`src/rtl/lsrb_map.vh`:
```
`ifndef LSRB_MAP_VH
`define LSRB_MAP_VH
// Register offsets
`define LSRB_ADDR_ALIAS7 8'h48
`define LSRB_ADDR_BACK_CHANNEL_CONTROL 8'h49
`define LSRB_ADDR_REVISION 8'h50
`define LSRB_ADDR_INIT_STS 8'h51
`define LSRB_ADDR_GEN_STS 8'h52
`define LSRB_ADDR_PIN_LVL 8'h53
`define LSRB_ADDR_ST_CNT 8'h54
`define LSRB_ADDR_CK_CNT_LO 8'h55
`define LSRB_ADDR_CK_CNT_HI 8'h56
`define LSRB_ADDR_ALARM 8'h57
// Field positions
`define LSRB_BIT_AUTO_ACK 0
`define LSRB_BIT_ST_CLR 5
`define LSRB_BIT_RSVD_RW 4
`define LSRB_BIT_CK_CLR 3
`define LSRB_BIT_CFG_VALID 7
`define LSRB_BIT_INIT_DONE 6
`define LSRB_BIT_RX_LOCK 6
`define LSRB_BIT_LINK_LOST 4
`define LSRB_BIT_ST_FAIL 3
`define LSRB_BIT_PLL_LOCK 2
`define LSRB_BIT_CK_FAIL 1
`define LSRB_BIT_BC_VALID 0
`define LSRB_BIT_OVER_TEMP 5
// Reset values and counter saturation limits
`define LSRB_RST_ALIAS7 8'h00
`define LSRB_RST_BACK_CHANNEL_CONTROL 8'h00
`define LSRB_RST_CNT8 8'h00
`define LSRB_RST_CNT16 16'h0000
`define LSRB_CNT8_MAX 8'hFF
`define LSRB_CNT16_MAX 16'hFFFF
// Synced PLL lock and link valid start high
`define LSRB_RST_ST_SYNC 6'h18
// Identity, arbitrary values
`define LSRB_SILICON_REV 4'h5
`define LSRB_MASK_SET 4'hA
`endif

```
`src/rtl/lsrb_link_status_bank.v`:
```
// Implementation choice: strobed register access.
`include "lsrb_map.vh"

module lsrb_link_status_bank (
    input wire clk_sys_i,
    input wire rst_i,
    input wire clk_en_i,
    input wire [7:0] reg_addr_i,
    input wire [7:0] reg_wdata_i,
    input wire reg_wr_i,
    input wire reg_rd_i,
    output reg [7:0] reg_rdata_o,
    input wire [6:0] i2c_addr_i,
    input wire i2c_addr_valid_i,
    output wire remote_hit_o,
    output wire remote_auto_ack_o,
    output wire [2:0] link_detect_interval_o,
    input wire init_done_i,
    input wire fuse_config_valid_i,
    input wire remote_lock_i,
    input wire back_channel_valid_i,
    input wire forward_pll_locked_i,
    input wire check_fail_i,
    input wire selftest_fail_i,
    input wire [3:0] pin_levels_i,
    input wire over_temperature_i
);

    // Init capture states, one-hot
    localparam [1:0] INIT_WAIT = 2'b01;
    localparam [1:0] INIT_HELD = 2'b10;

    // Two-flop synchronisers for asynchronous status inputs
    wire [5:0] st_raw;
    reg [3:0] pin_meta;
    reg [3:0] pin_sync;
    reg [5:0] st_meta;
    reg [5:0] st_sync;

    // Control storage
    reg [6:0] remote_alias_address;
    reg auto_ack;
    reg rsvd_rw;
    reg [2:0] link_detect_interval;
    reg selftest_counter_clear;
    reg check_fail_clear;

    // Init capture state
    reg [1:0] init_state;
    reg [1:0] next_init_state;

    // Status storage and next values
    reg init_done;
    reg fuse_config_valid;
    reg next_fuse_config_valid;
    reg link_lost_flag;
    reg next_link_lost_flag;
    reg check_fail_flag;
    reg next_check_fail_flag;
    reg selftest_fail_flag;
    reg next_selftest_fail_flag;
    reg over_temperature_alarm;
    reg next_over_temperature_alarm;
    reg bc_valid_q;

    // Error tallies and next values
    reg [7:0] selftest_fail_tally;
    reg [7:0] next_selftest_fail_tally;
    reg [15:0] check_fail_tally;
    reg [15:0] next_check_fail_tally;

    // Read path
    reg [7:0] next_rdata;
    wire [7:0] alias_image;
    wire [7:0] back_channel_control_image;
    wire [7:0] revision_image;
    wire [7:0] init_image;
    wire [7:0] gen_status_image;
    wire [7:0] pin_image;
    wire [7:0] alarm_image;

    // Synced status levels, named by meaning
    wire s_init = st_sync[0];
    wire s_cfg = st_sync[1];
    wire s_lock = st_sync[2];
    wire s_bcv = st_sync[3];
    wire s_pll = st_sync[4];
    wire s_temp = st_sync[5];

    // Bus decode for registers with side effects
    wire wr_alias = reg_wr_i && (reg_addr_i == `LSRB_ADDR_ALIAS7);
    wire wr_bc = reg_wr_i && (reg_addr_i == `LSRB_ADDR_BACK_CHANNEL_CONTROL);
    wire rd_bc = reg_rd_i && (reg_addr_i == `LSRB_ADDR_BACK_CHANNEL_CONTROL);
    wire rd_alarm = reg_rd_i && (reg_addr_i == `LSRB_ADDR_ALARM);

    // Status events
    wire link_changed = (s_bcv != bc_valid_q);
    wire check_event = check_fail_i && s_bcv;
    wire st_cnt_full = (selftest_fail_tally == `LSRB_CNT8_MAX);
    wire ck_cnt_full = (check_fail_tally == `LSRB_CNT16_MAX);

    // Remote decode; zero alias means never forward
    assign remote_hit_o = i2c_addr_valid_i && (remote_alias_address != 7'h00) &&
                          (i2c_addr_i == remote_alias_address);
    assign remote_auto_ack_o = remote_hit_o && auto_ack;
    assign link_detect_interval_o = link_detect_interval;

    // Raw status levels gathered for one synchroniser bank
    assign st_raw = {over_temperature_i, forward_pll_locked_i, back_channel_valid_i,
                     remote_lock_i, fuse_config_valid_i, init_done_i};

    // Pin synchroniser: first stage is read only by the second
    always @(posedge clk_sys_i or posedge rst_i) begin
        if (rst_i) begin
            pin_meta <= 4'h0;
            pin_sync <= 4'h0;
        end else if (clk_en_i) begin
            pin_meta <= pin_levels_i;
            pin_sync <= pin_meta;
        end
    end

    // Status synchroniser; PLL lock and link start high to avoid a false edge
    always @(posedge clk_sys_i or posedge rst_i) begin
        if (rst_i) begin
            st_meta <= `LSRB_RST_ST_SYNC;
            st_sync <= `LSRB_RST_ST_SYNC;
        end else if (clk_en_i) begin
            st_meta <= st_raw;
            st_sync <= st_meta;
        end
    end

    // Alias register
    always @(posedge clk_sys_i or posedge rst_i) begin
        if (rst_i) begin
            remote_alias_address <= 7'h00;
            auto_ack <= 1'b0;
        end else if (clk_en_i) begin
            if (wr_alias) begin
                remote_alias_address <= reg_wdata_i[7:1];
                auto_ack <= reg_wdata_i[`LSRB_BIT_AUTO_ACK];
            end
        end
    end

    // Back-channel control storage bits
    always @(posedge clk_sys_i or posedge rst_i) begin
        if (rst_i) begin
            rsvd_rw <= 1'b0;
            link_detect_interval <= 3'h0;
        end else if (clk_en_i) begin
            if (wr_bc) begin
                rsvd_rw <= reg_wdata_i[`LSRB_BIT_RSVD_RW];
                link_detect_interval <= reg_wdata_i[2:0];
            end
        end
    end

    // Clear bits pulse one cycle and never read back as 1
    always @(posedge clk_sys_i or posedge rst_i) begin
        if (rst_i) begin
            selftest_counter_clear <= 1'b0;
            check_fail_clear <= 1'b0;
        end else if (clk_en_i) begin
            selftest_counter_clear <= wr_bc && reg_wdata_i[`LSRB_BIT_ST_CLR];
            check_fail_clear <= wr_bc && reg_wdata_i[`LSRB_BIT_CK_CLR];
        end
    end

    // Init capture: wait for synced done, then hold until reset
    always @* begin
        next_init_state = init_state;
        case (init_state)
            INIT_WAIT: begin
                if (s_init)
                    next_init_state = INIT_HELD;
            end
            INIT_HELD: begin
                next_init_state = INIT_HELD;
            end
            default: begin
                next_init_state = INIT_WAIT;
            end
        endcase
    end

    // Checksum is sampled once, on the leaving edge of the wait state
    always @* begin
        next_fuse_config_valid = fuse_config_valid;
        if (init_state == INIT_WAIT && s_init)
            next_fuse_config_valid = s_cfg;
    end

    // Init status flops
    always @(posedge clk_sys_i or posedge rst_i) begin
        if (rst_i) begin
            init_state <= INIT_WAIT;
            init_done <= 1'b0;
            fuse_config_valid <= 1'b0;
        end else if (clk_en_i) begin
            init_state <= next_init_state;
            init_done <= next_init_state[1];
            fuse_config_valid <= next_fuse_config_valid;
        end
    end

    // Link-lost flag; a new change wins over a same-cycle clear
    always @* begin
        next_link_lost_flag = link_lost_flag;
        if (link_changed)
            next_link_lost_flag = 1'b1;
        else if (rd_bc || !s_pll)
            next_link_lost_flag = 1'b0;
    end

    // Check-fail flag; cleared by reading or by the write-1 clear
    always @* begin
        next_check_fail_flag = check_fail_flag;
        if (check_event)
            next_check_fail_flag = 1'b1;
        else if (rd_bc || check_fail_clear)
            next_check_fail_flag = 1'b0;
    end

    // Self-test flag follows the counter clear
    always @* begin
        next_selftest_fail_flag = selftest_fail_flag;
        if (selftest_fail_i)
            next_selftest_fail_flag = 1'b1;
        else if (selftest_counter_clear)
            next_selftest_fail_flag = 1'b0;
    end

    // Alarm set while hot; a read during the alarm does not lose it
    always @* begin
        next_over_temperature_alarm = over_temperature_alarm;
        if (s_temp)
            next_over_temperature_alarm = 1'b1;
        else if (rd_alarm)
            next_over_temperature_alarm = 1'b0;
    end

    // Sticky flag flops
    always @(posedge clk_sys_i or posedge rst_i) begin
        if (rst_i) begin
            bc_valid_q <= 1'b1;
            link_lost_flag <= 1'b0;
            check_fail_flag <= 1'b0;
            selftest_fail_flag <= 1'b0;
            over_temperature_alarm <= 1'b0;
        end else if (clk_en_i) begin
            bc_valid_q <= s_bcv;
            link_lost_flag <= next_link_lost_flag;
            check_fail_flag <= next_check_fail_flag;
            selftest_fail_flag <= next_selftest_fail_flag;
            over_temperature_alarm <= next_over_temperature_alarm;
        end
    end

    // Self-test tally; clear beats a same-cycle count
    always @* begin
        next_selftest_fail_tally = selftest_fail_tally;
        if (selftest_counter_clear)
            next_selftest_fail_tally = `LSRB_RST_CNT8;
        else if (selftest_fail_i && !st_cnt_full)
            next_selftest_fail_tally = selftest_fail_tally + 8'h01;
    end

    // Check tally saturates so a big count never looks small
    always @* begin
        next_check_fail_tally = check_fail_tally;
        if (check_event && !ck_cnt_full)
            next_check_fail_tally = check_fail_tally + 16'h0001;
    end

    // Tally flops
    always @(posedge clk_sys_i or posedge rst_i) begin
        if (rst_i) begin
            selftest_fail_tally <= `LSRB_RST_CNT8;
            check_fail_tally <= `LSRB_RST_CNT16;
        end else if (clk_en_i) begin
            selftest_fail_tally <= next_selftest_fail_tally;
            check_fail_tally <= next_check_fail_tally;
        end
    end

    // Register images; reserved bits tied low, except rsvd_rw at bit 4 of back-channel control, which reads back as written
    assign alias_image = {remote_alias_address, auto_ack};
    assign back_channel_control_image = {3'h0, rsvd_rw, 1'b0, link_detect_interval};
    assign revision_image = {`LSRB_SILICON_REV, `LSRB_MASK_SET};
    assign init_image = {fuse_config_valid, init_done, 6'h00};
    assign gen_status_image = {1'b0, s_lock, 1'b0, link_lost_flag,
                               selftest_fail_flag, s_pll, check_fail_flag, s_bcv};
    assign pin_image = {4'h0, pin_sync};
    assign alarm_image = {2'h0, over_temperature_alarm, 5'h00};

    // Read select; unmapped addresses return zero
    always @* begin
        next_rdata = 8'h00;
        if (reg_rd_i) begin
            case (reg_addr_i)
                `LSRB_ADDR_ALIAS7: next_rdata = alias_image;
                `LSRB_ADDR_BACK_CHANNEL_CONTROL: next_rdata = back_channel_control_image;
                `LSRB_ADDR_REVISION: next_rdata = revision_image;
                `LSRB_ADDR_INIT_STS: next_rdata = init_image;
                `LSRB_ADDR_GEN_STS: next_rdata = gen_status_image;
                `LSRB_ADDR_PIN_LVL: next_rdata = pin_image;
                `LSRB_ADDR_ST_CNT: next_rdata = selftest_fail_tally;
                `LSRB_ADDR_CK_CNT_LO: next_rdata = check_fail_tally[7:0];
                `LSRB_ADDR_CK_CNT_HI: next_rdata = check_fail_tally[15:8];
                `LSRB_ADDR_ALARM: next_rdata = alarm_image;
                default: next_rdata = 8'h00;
            endcase
        end
    end

    // Read data flop: stands one cycle, then returns to zero
    always @(posedge clk_sys_i or posedge rst_i) begin
        if (rst_i) begin
            reg_rdata_o <= 8'h00;
        end else if (clk_en_i) begin
            reg_rdata_o <= next_rdata;
        end
    end

endmodule

```
`config.mk`:
```
export PLATFORM = sky130hd
export DESIGN_NAME = lsrb_link_status_bank
export DESIGN_NICKNAME = d
export VERILOG_FILES = /design/src/rtl/lsrb_link_status_bank.v
export VERILOG_INCLUDE_DIRS = /design/src /design/src/rtl
export SDC_FILE = /design/constraint.sdc
export NUM_CORES = 1
export LEC_CHECK = 0
export ABC_AREA = 0
export BUFFER_PORTS_ARGS = -buffer_cell sky130_fd_sc_hd__buf_2
export CORE_MARGIN = 4
export CORE_UTILIZATION = 40
export CTS_BUF_LIST = sky130_fd_sc_hd__clkbuf_4 sky130_fd_sc_hd__clkbuf_8
export CTS_CLUSTER_DIAMETER = 60
export DETAILED_ROUTE_END_ITERATION = 8
export PLACE_DENSITY = 0.58
export SLEW_MARGIN = 20
export SYNTH_ARGS = -nofsm -noshare
export SYNTH_HDL_FRONTEND = slang
export SYNTH_SLANG_ARGS = --single-unit
```
`constraint.sdc`:
```
create_clock -name clk_sys_i -period 5.2 [get_ports clk_sys_i]
set_input_delay 0.78 -clock clk_sys_i [delete_from_list [all_inputs] [get_ports clk_sys_i]]
set_output_delay 0.78 -clock clk_sys_i [all_outputs]
set_load 0.02 [all_outputs]
```
==> results of run 1 <==
==> sequential cells by signal, summed over array words and instances, names as in the netlist, 2 cells and up <==
| name | cells |
|---|---|
| init_state | 2 |
| remote_alias_address | 7 |
| reg_rdata_o | 8 |
| st_meta | 6 |
| link_detect_interval_o | 3 |
| check_fail_tally | 16 |
| st_sync | 6 |
| pin_meta | 4 |
| selftest_fail_tally | 8 |
| pin_sync | 4 |
==> how the worst min path moves through the flow <==
stage                                 to  slack (ns)  depth (start not counted)
floorplan           check_fail_tally[13]        0.45                          1
global placement    check_fail_tally[13]        0.47                          1
detailed placement        reg_rdata_o[3]        0.48                          1
CTS                 check_fail_tally[13]        0.50                          1
global route        check_fail_tally[13]        0.50                          1
finish              check_fail_tally[13]        0.49                          1
==> synth_stat cells, drive strengths merged (2+ instances only) <==
cell type | instances | area, um^2
a211oi | 2 | 15.0
a21boi | 3 | 22.5
a21oi | 9 | 45.0
a221o | 3 | 31.3
a22o | 7 | 61.3
a22oi | 2 | 15.0
a32oi | 3 | 26.3
a41oi | 2 | 17.5
and2 | 3 | 18.8
and3 | 5 | 33.8
buf | 12 | 55.1
clkbuf | 2 | 7.51
dfrtp | 68 | 1700
dfstp | 6 | 158
ha | 3 | 37.5
inv | 6 | 22.5
mux2 | 37 | 417
mux2i | 9 | 90.1
nand2 | 28 | 105
nand2b | 2 | 12.5
nand3 | 14 | 70.1
nand3b | 2 | 27.5
nand4 | 6 | 37.5
nand4b | 2 | 17.5
nor2 | 23 | 86.3
nor2b | 8 | 50.1
nor3 | 8 | 40.0
nor3b | 4 | 52.6
nor4 | 3 | 18.8
o211ai | 3 | 22.5
o21ai | 10 | 50.1
o22ai | 4 | 25.0
o2bb2ai | 4 | 35.0
or3 | 2 | 12.5
xnor2 | 12 | 105
xor2 | 12 | 105
==> per-stage QoR <==
stage               setup slack, ns  total power [mW]  hold slack (ns)  cell area (um^2)
global placement               2.17             0.897            0.474              4160
floorplan                      2.14             0.833            0.451              3790
finish                         2.40              1.34            0.494              4360
detailed placement             2.11             0.901            0.482              4160
global route                   2.24              1.43            0.504              4360
CTS                            2.39              1.36            0.499              4360
==> critical path: stages <==
cell	delay, ns
buf_2	0.10
xor2_1	0.13
nor3_1	0.20
o2111ai_1	0.15
nor4_1	0.33
and2_1	0.17
buf_2	0.15
==> power by group through the flow <==
| stage | logic [mW] | clock network, mW | registers (mW) |
|---|---|---|---|
| floorplan | 0.135 | 0 | 0.699 |
| global placement | 0.175 | 0 | 0.722 |
| detailed placement | 0.178 | 0 | 0.723 |
| CTS | 0.180 | 0.466 | 0.712 |
| global route | 0.200 | 0.502 | 0.724 |
| finish | 0.178 | 0.453 | 0.712 |
==> per-layer routing <==
metal | GRT usage (%) | wire length (um)
met1 | 23.9 | 4190
met3 | 5.39 | 460
met4 | 4.12 | 85
met2 | 24.4 | 4010
met5 | 0 | 0
==> cell families (layout without fill, tap and decap cells) <==
logic type	count (synthesis)	after routing	synth area share [%]
adder cells (fa/ha/maj)	3	3	0.991
AND/OR/NAND/NOR	116	116	17.1
flip-flops	74	74	49.1
XOR/XNOR	24	24	5.55
buffers and inverters	20	76	2.25
multiplexers	47	47	14.0
AO/OA/AOI/OAI	58	58	11.0
==> layout make-up <==
cell class	instances	share of cell area (%)
Sequential cell	74	42.6
Multi-Input combinational cell	248	42.2
Timing Repair Buffer	54	6.25
Tap cell	129	3.70
Clock buffer	10	3.15
Clock inverter	6	1.52
Inverter	6	0.516
==> out/qor.csv, run 1 <==
stage;metric;value;unit
placed_design;port_buffers;53;
synth;syn_nets;386;
timing;maxSlewHeadroom;43.8;%
clock_tree;clockBufferDepth;2;
power;power_switching;0.379;mW
clock_tree;clk_pin_slew;0.07;ns
timing;clock.fmax;357;MHz
die;die_y;105;um
global_routing;antenna_found_initial;0;
timing;worstMarginPinSlew;0.844;ns
finish;fin_nets;437;
worst_setup_path;arrival;2.02;ns
detailed_routing;via_per_inst;5.39;
detailed_routing;detail-route-antenna-nets;0;
power;pwr-share-seq;53.0;%
clock_tree;cts_setup_buffers;0;
global_routing;overflow;0;
worst_hold_path;min_from;check_fail_tally[13];
worst_setup_path;critPathKind;in -> out;
clock_tree;cts_tree;done;
finish;final_common_cell;dfrtp_1;
synth;ys_seq_area_share;49.1;%
die;die_area;0.0111;mm^2
synth;ys.flop_type;dfrtp_1;
power;power.density;308;mW/mm^2
worst_setup_path;cp.required;4.42;ns
synth;synth.distinct_cells;55;
detailed_routing;wl_per_cell;16.6;um
finish;fillers;882;
timing;drv_slew;0;
placed_design;hpwl;6440;um
worst_setup_path;crit_end;remote_auto_ack_o;
worst_setup_path;r2r_setup_slack;3.17;ns
clock_tree;root_buffer;clkbuf_8;
synth;async_reset_ff_share;100;%
run;maxCapViolations;0;
worst_setup_path;critPathCaptureType;primary output;
finish;layout_common_cells;dfrtp_1 (68), buf_2 (53), mux2_2 (37);
finish;num_antenna_cells;0;
clock_tree;clock-sinks;74;
finish;drive_above_1_share;30.7;%
finish;area_growth;15.2;%
placed_design;place.gp.congestion;0.838;
die;io_pins;54;
finish;final_cells;527;
synth;synth-seq-cells;74;
detailed_routing;drt_pass1_iterations;4;
timing;fin_crit;2.80;ns
worst_setup_path;critPathLaunch;i2c_addr_i[2];
finish;multi_input_area;0.00184;mm^2
clock_tree;htreeDepth;3;
timing;clock_skew;0.0103;ns
synth;synth_edf_count;0;
clock_tree;hold_buffers;0;
clock_tree;cts-buffers-inserted;9;
power;p_comb_share;13.2;%
timing;tns;0;ns
worst_setup_path;crit-reg2reg-capture;selftest_fail_tally[7];
global_routing;first_global_vias;2813;
detailed_routing;drtIter0Drc;191;
worst_setup_path;cp_max_fo;2;
power;ir_worst_vdd;0.191;mV
power;swShare;28.3;%
die;start_util;41.0;%
placed_design;place_inst;511;
timing;rsz0062_at_grt;false;
power;p_int;0.963;mW
timing;min_period_over_period;53.8;%
finish;register_area;0.00186;mm^2
detailed_routing;vias;2842;
timing;final_hold_viol_count;0;
synth;syn-cell-area;0.00379;mm^2
global_routing;grt_pass1_wl;14600;um
synth;netlist_instances;342;
global_routing;grt_max_degree;45;
power;leakage;1.95;nW
detailed_routing;wirelength;8740;um
finish;fin_util;47.2;%
worst_setup_path;critPathLaunchType;input pin;
die;rows;35;
run_status;status;finished, final reports clean;
power;power.share.clock;33.7;%
die;die_x;105;um
detailed_routing;route.detailed.drc;0;
worst_setup_path;rr_worst_depth;6;
synth;syn_area_per_cell;11.1;um^2
worst_setup_path;reg2reg_from;selftest_fail_tally[1];
die;fp.coreArea;0.00924;mm^2
synth;yosys_warnings;0;
worst_hold_path;min_path_type;reg -> reg;
global_routing;grt_usage;16.7;%
clock_tree;cts_resized;0;
timing;setup_viol;0;
clock_tree;clkLatencyLatePin;0.35;ns
No activity file was read; power rests on OpenSTA's default activity.
==> run 2, diff against run 1 <==
clock period = 2.6 ns   (was 5.2 ns; I/O delays follow)
==> run 2 against run 1 <==
Flip-flop and latch count unchanged. First-iteration DRC count down 15%. Final cell count up 0.76%. Worst hold slack worse by 0.37 ns. Setup slack worse by 2.1 ns. Die area unchanged. Sequential power up 100%. Power up 120%. Clock-buffer cell count unchanged. Via count up 1.5%. Non-clock buffer count up 4. Design area up 2.1%.
==> out/qor.csv, run 2 (synthesized netlist as in run 1, its figures left out) <==
stage;metric;value;unit;change
run_status;status;finished, final reports clean;;
finish;drive_above_1_share;31.3;%;+0.69 points
timing;drv_slew;0;;unchanged
power;power_switching;0.765;mW;+100%
power;power.density;650;mW/mm^2;+110%
global_routing;overflow;0;;unchanged
placed_design;place.gp.congestion;0.847;;+0.99%
worst_setup_path;crit_path_cell_trace;xor2_1 -> nor3_1 -> o2111ai_1 -> nor4_1 -> and2_1 -> buf_2;;
detailed_routing;wl_per_cell;17.3;um;+4.4%
timing;tns;0;ns;unchanged
power;ir_worst_vdd;0.299;mV;+57%
detailed_routing;via_per_inst;5.43;;+0.71%
power;p_int;2.13;mW;+120%
timing;rsz0062_at_grt;false;;
placed_design;port_buffers;53;;unchanged
power;pwr-share-seq;49.5;%;-3.5 points
timing;min_period_over_period;90.0;%;
worst_setup_path;critPathKind;reg -> out;;
detailed_routing;route.detailed.drc;0;;unchanged
timing;fin_crit;2.34;ns;
global_routing;grtUsageMet2;25.6;%;+1.2 points
finish;final_common_cell;dfrtp_1;;
die;die_area;0.0111;mm^2;unchanged
placed_design;place_area;0.00420;mm^2;+1.0%
worst_setup_path;r2r_setup_slack;0.59;ns;-2.58 ns
global_routing;grt_max_degree;30;;-33%
clock_tree;root_buffer;clkbuf_8;;
detailed_routing;detail-route-antenna-nets;0;;unchanged
power;p_comb_share;12.5;%;-0.7 points
global_routing;first_global_vias;2806;;-0.25%
clock_tree;clkLatencyLatePin;0.35;ns;about the same
finish;design_area;0.00445;mm^2;+2.1%
detailed_routing;wirelength;9190;um;+5.2%
finish;num_antenna_cells;0;;unchanged
die;fp.coreArea;0.00924;mm^2;unchanged
worst_setup_path;cp_top_family;simple AND/OR/NAND/NOR gates;;
power;power.share.clock;38.0;%;+4.3 points
finish;area_growth;17.6;%;
finish;largest-register;check_fail_tally;;
worst_setup_path;critical_path.max_stage_delay;0.44;ns;+0.11 ns
clock_tree;clk_pin_slew;0.08;ns;about the same
timing;maxSlewHeadroom;47.8;%;+4.1 points
timing;setup_viol;0;;unchanged
worst_setup_path;cp.required;2.21;ns;-2.21 ns
timing;clock_skew;0.0111;ns;+0.000770 ns
worst_hold_path;min_path_type;in -> async;;
detailed_routing;drtIter0Drc;162;;-15%
die;io_pins;54;;unchanged
global_routing;top_usage_layer;met2;;
detailed_routing;drt_pass1_iterations;5;;+1
global_routing;grt_pass1_wl;15000;um;+2.9%
clock_tree;clockBufferDepth;2;;unchanged
placed_design;place_inst;515;;+0.78%
timing;worstMarginPinSlew;0.770;ns;-0.0733 ns
clock_tree;cts_tree;done;;
detailed_routing;vias;2884;;+1.5%
placed_design;hpwl;6930;um;+7.5%
clock_tree;htreeDepth;3;;unchanged
power;swShare;26.4;%;-1.8 points
global_routing;grt_usage;17.0;%;+0.30 points
power;power;2.89;mW;+120%
clock_tree;clock-sinks;74;;unchanged
die;rows;35;;unchanged
timing;clock.fmax;427;MHz;
finish;layout_common_cells;dfrtp_1 (68), buf_2 (53), mux2_2 (37);;
worst_setup_path;critPathSlowestCell;dfrtp_1;;
worst_setup_path;critPathLaunchType;register;;
run;maxCapViolations;0;;unchanged
timing;final_hold_viol_count;0;;unchanged
die;die_x;105;um;unchanged
finish;final_cells;531;;+0.76%
clock_tree;cts-buffers-inserted;9;;unchanged
finish;largest_register_ffs;16;;unchanged
die;die_y;105;um;unchanged
clock_tree;hold_buffers;0;;unchanged
worst_setup_path;arrival;1.95;ns;-0.07 ns
finish;fin_nets;441;;+0.92%
global_routing;use_met1;24.5;%;+0.65 points
finish;largest_registers;check_fail_tally: 16 flops, reg_rdata_o: 8 flops, selftest_fail_tally: 8 flops;;
global_routing;grt_util_met3;4.16;%;-1.2 points
clock_tree;cts_setup_buffers;0;;unchanged
clock_tree;cts_resized;0;;unchanged
power;leakage;1.99;nW;+2.5%
die;start_util;41.0;%;unchanged
worst_setup_path;cp_max_fo;4;;+2
global_routing;antenna_found_initial;0;;unchanged
worst_setup_path;critPathCaptureType;primary output;;
worst_setup_path;path_buf_inv;1;;-1
## run 2: worst reg2reg max path: stages, from the launching register on
cell,delay [ns]
dfrtp_1,0.47
ha_1,0.24
nand2_1,0.10
o311ai_1,0.69
nor3_1,0.16
xnor2_1,0.18
nor2_1,0.06
## run 2: cell type report
class	count	area, um^2
clock buffers	10	138
clock inverters	6	114
fillers	887	4790
inverters	6	22.5
multi-input cells	248	1840
flip-flops and latches	74	1860
well taps	129	161
repair buffers	58	315
## run 2: through the flow
step	util, %	hold slack, ns	worst slack, ns
floorplan	-	0.451	0.293
global placement	45.5	0.473	0.454
detailed placement	45.5	0.486	0.423
CTS	48.2	0.155	0.234
global route	48.2	0.174	0.164
finish	48.2	0.129	0.261
## run 2: power groups by stage
stage	combinational (mW)	sequential, mW	clock, mW
floorplan	0.269	1.40	0
global placement	0.357	1.45	0
finish	0.362	1.43	1.10
CTS	0.367	1.43	1.13
global route	0.408	1.45	1.18
detailed placement	0.364	1.45	0
## run 2: worst paths after layout
path,from,to,depth (start not counted)
worst max-delay path,remote_alias_address[4],remote_auto_ack_o,6
worst min-delay path,rst_i,check_fail_tally[8],2
worst max register to register,selftest_fail_tally[1],selftest_fail_tally[5],6
worst min register to register,check_fail_tally[13],check_fail_tally[13],1
max in group asynchronous,rst_i,check_fail_tally[15],3
min in group clk_sys_i,reg_wdata_i[4],remote_alias_address[3],3
## run 2: metal layers
metal | share of wire, % | vias to the layer above
li1 | - | 1361
met1 | 48 | 1431
met2 | 46 | 84
met3 | 5.3 | 8
met4 | 0.97 | 0
met5 | 0 | -
==> run 3, diff against run 2 <==
ABC_AREA = 1   (was 0)
RECOVER_POWER = 100   (was default)
==> run 3 against run 2 <==
The flow now finishes with violations (capacitance limit, slew limit). Synthesized cell count increased by 59%. Clock skew up 0.00099 ns. Sequential share of layout area shrank 0.97 points. Synthesized area is 6.5% higher. Combinational power is 28% higher. Flip-flop and latch count stayed put. Largest cell class unchanged.
==> out/qor.csv, run 3 <==
stage;metric;value;unit;change
power;ir_worst_vdd;0.326;mV;+9.0%
placed_design;place.gp.congestion;0.827;;-2.3%
worst_setup_path;critPathLaunchType;register;;
worst_setup_path;critical_path.max_stage_delay;0.44;ns;about the same
finish;final_cells;735;;+38%
synth;synth_commonest_cells;nand2_1 (166), dfrtp_1 (68), nand3_1 (68);;
finish;area_growth;13.0;%;
synth;synth_edf_count;0;;unchanged
timing;maxSlewHeadroom;-22.8;%;-71 points
placed_design;port_buffers;53;;unchanged
global_routing;grt_usage;18.1;%;+1.1 points
clock_tree;htreeDepth;3;;unchanged
synth;yosys.area.top_type;dfrtp_1;;
synth;syn-cell-area;0.00404;mm^2;+6.5%
detailed_routing;drtIter0Drc;216;;+33%
global_routing;first_global_vias;3435;;+22%
clock_tree;hold_buffers;0;;unchanged
run_status;status;complete, but fails checks;;
finish;num_antenna_cells;0;;unchanged
power;power.density;616;mW/mm^2;-5.2%
timing;fin_crit;2.14;ns;-0.204 ns
global_routing;grt_pass1_wl;16700;um;+11%
synth;ys.flop_type;dfrtp_1;;
die;rows;36;;+2.9%
synth;synth_area_leaders;dfrtp_1 (42%), nand2_1 (15%), nand3_1 (8.4%), inv_1 (5.9%), o21ai_0 (5.3%);;
timing;setup_viol;0;;unchanged
finish;layout_common_cells;nand2_1 (168), nand3_1 (68), dfrtp_1 (68);;
detailed_routing;wirelength;9810;um;+6.7%
die;die_area;0.0118;mm^2;+6.0%
power;pwr-share-seq;52.7;%;+3.2 points
worst_setup_path;critPathSlowestCell;dfrtp_1;;
worst_setup_path;critPathCaptureType;register;;
worst_setup_path;crit_path_cell_trace;ha_1 -> nand3_2 -> nor2_4 -> nand2_1 -> nor2_4 -> nand2_2 -> nand2_1 -> inv_4 -> nand2_1 -> o21ai_0;;
timing;worstMarginPinSlew;1.84;ns;+1.07 ns
timing;min_period_over_period;82.1;%;-7.8 points
synth;async_reset_ff_share;100;%;unchanged
finish;fin_nets;641;;+45%
finish;largest_registers;check_fail_tally: 16 flops, reg_rdata_o: 8 flops, selftest_fail_tally: 8 flops;;
worst_setup_path;arrival;2.37;ns;+0.42 ns
synth;netlist_instances;543;;+59%
detailed_routing;route.detailed.drc;0;;unchanged
worst_setup_path;crit_top_cell;nand2_1;;
detailed_routing;detail-route-antenna-nets;0;;unchanged
global_routing;antenna_found_initial;0;;unchanged
run_status;violations;capacitance limit, slew limit;;
timing;tns;0;ns;unchanged
clock_tree;cts-buffers-inserted;9;;unchanged
timing;drv_slew;75;;+75
clock_tree;cts_setup_buffers;0;;unchanged
worst_setup_path;critPathKind;reg -> reg;;
clock_tree;root_buffer;clkbuf_8;;
global_routing;grt_max_degree;75;;+150%
clock_tree;clk_pin_slew;0.09;ns;about the same
synth;syn_nets;587;;+52%
run;maxCapViolations;1;;+1
power;power;2.81;mW;-2.9%
synth;syn_area_per_cell;7.43;um^2;-33%
placed_design;hpwl;7450;um;+7.5%
placed_design;place_inst;719;;+40%
detailed_routing;vias;3556;;+23%
power;power_switching;0.947;mW;+24%
timing;rsz0062_at_grt;false;;
synth;synth-seq-cells;74;;unchanged
die;die_y;108;um;+3.0%
clock_tree;cts_tree;done;;
finish;drive_above_1_share;12.6;%;-19 points
power;swShare;33.7;%;+7.3 points
die;io_pins;54;;unchanged
finish;multi_input_area;0.00182;mm^2;-1.1%
power;p_int;1.86;mW;-12%
finish;largest_register_ffs;16;;unchanged
timing;final_hold_viol_count;0;;unchanged
die;start_util;41.1;%;+0.10 points
detailed_routing;wl_per_cell;13.3;um;-23%
clock_tree;cts_resized;0;;unchanged
detailed_routing;via_per_inst;4.84;;-11%
synth;synth_top_cell_area_share;42.2;%;-2.8 points
clock_tree;clock-sinks;74;;unchanged
die;fp.coreArea;0.00982;mm^2;+6.3%
finish;largest-register;check_fail_tally;;
timing;whs;0.221;ns;+0.0920 ns
power;leakage;2.33;nW;+17%
clock_tree;clkLatencyLatePin;0.36;ns;about the same
finish;final_common_cell;nand2_1;;
synth;synth.distinct_cells;38;;-31%
synth;yosys_warnings;0;;unchanged
timing;clock_skew;0.0121;ns;+0.000992 ns
finish;fillers;1064;;+20%
detailed_routing;drt_pass1_iterations;4;;-1
worst_setup_path;cp.required;2.84;ns;+0.63 ns
global_routing;overflow;0;;unchanged
timing;clock.fmax;468;MHz;+9.5%
power;p_comb_share;16.5;%;+4.0 points
worst_setup_path;cp_max_fo;17;;+13
clock_tree;clockBufferDepth;2;;unchanged
synth;post-synth-top-count-cell;nand2_1;;
finish;register_area;0.00186;mm^2;unchanged
die;die_x;108;um;+3.0%
synth;ys_seq_area_share;46.1;%;-3.0 points
power;power.share.clock;30.8;%;-7.2 points
worst_hold_path;min_path_type;in -> reg;;
[run 3: cell count changes in the layout (fill, tap and decap cells not counted), moves of 9 or more]
cell,delta
nand2_1,+140
inv_1,+58
nand3_1,+54
o21ai_0,+38
mux2_2,-36
nor2_1,+19
clkbuf_1,+18
buf_2,-15
mux2i_1,-9
[run 3: per-layer routing]
| metal | global-route usage (%) | vias to the layer above | share of wire, % |
|---|---|---|---|
| met4 | 5.32 | 0 | 1.4 |
| met2 | 28.2 | 59 | 45 |
| met5 | 0 | - | 0 |
| li1 | - | 1846 | - |
| met1 | 25.7 | 1637 | 49 |
| met3 | 3.46 | 14 | 4.0 |
[run 3: worst max-delay path, delay by kind of cell, from the launching register on]
family | cells | cell delay, ns
buffers and inverters | 1 | 0.17
adder cells (fa/ha/maj) | 1 | 0.24
flip-flops | 1 | 0.44
AND/OR/NAND/NOR | 7 | 1.07
AO/OA/AOI/OAI | 1 | 0.07
[run 3: worst paths after layout]
check / endpoint / startpoint / slack, ns / cells past startpoint
max: check_fail_tally[14] / check_fail_tally[0] / 0.46 / 10
min: pin_meta[3] / pin_levels_i[3] / 0.22 / 3
max reg2reg: check_fail_tally[14] / check_fail_tally[0] / 0.46 / 10
min reg2reg: bc_valid_q / bc_valid_q / 0.48 / 2
max in group asynchronous: link_detect_interval_o[1] / rst_i / 0.85 / 3
min in group asynchronous: reg_rdata_o[6] / rst_i / 0.67 / 3
[run 3: power by group through the flow]
| stage | sequential, mW | clock (mW) | combinational, mW |
|---|---|---|---|
| after floorplan | 1.46 | 0 | 0.371 |
| after global placement | 1.50 | 0 | 0.477 |
| after detailed placement | 1.50 | 0 | 0.491 |
| after CTS | 1.48 | 0.887 | 0.495 |
| after global routing | 1.51 | 0.935 | 0.546 |
| final | 1.48 | 0.865 | 0.463 |
[run 3: area by class of cell]
| cell class | instances | share of cell area (%) |
|---|---|---|
| clock inverters | 7 | 1.29 |
| repair buffers | 59 | 6.09 |
| well taps | 133 | 3.65 |
| clock buffers | 9 | 2.72 |
| inverters | 66 | 5.49 |
| multi-input cells | 387 | 40.0 |
| flip-flops and latches | 74 | 40.8 |
[run 3: metrics by stage]
stage | setup slack, ns | cell area (um^2) | util (%)
2_1_floorplan | 0.338 | 4040 | -
3_3_place_gp | 0.667 | 4450 | 45.3
3_5_place_dp | 0.630 | 4450 | 45.3
4_1_cts | 0.545 | 4630 | 47.1
5_1_grt | 0.229 | 4560 | 46.4
6_report | 0.464 | 4560 | 46.4
[run 3: cell families after synthesis]
| group | count (synthesis) | synth area share [%] |
|---|---|---|
| mux | 1 | 0.279 |
| buf+inv | 82 | 8.19 |
| simple gates | 305 | 32.8 |
| fa+ha+maj | 3 | 0.930 |
| flops | 74 | 46.1 |
| xor+xnor | 13 | 2.82 |
| compound gates | 65 | 8.93 |
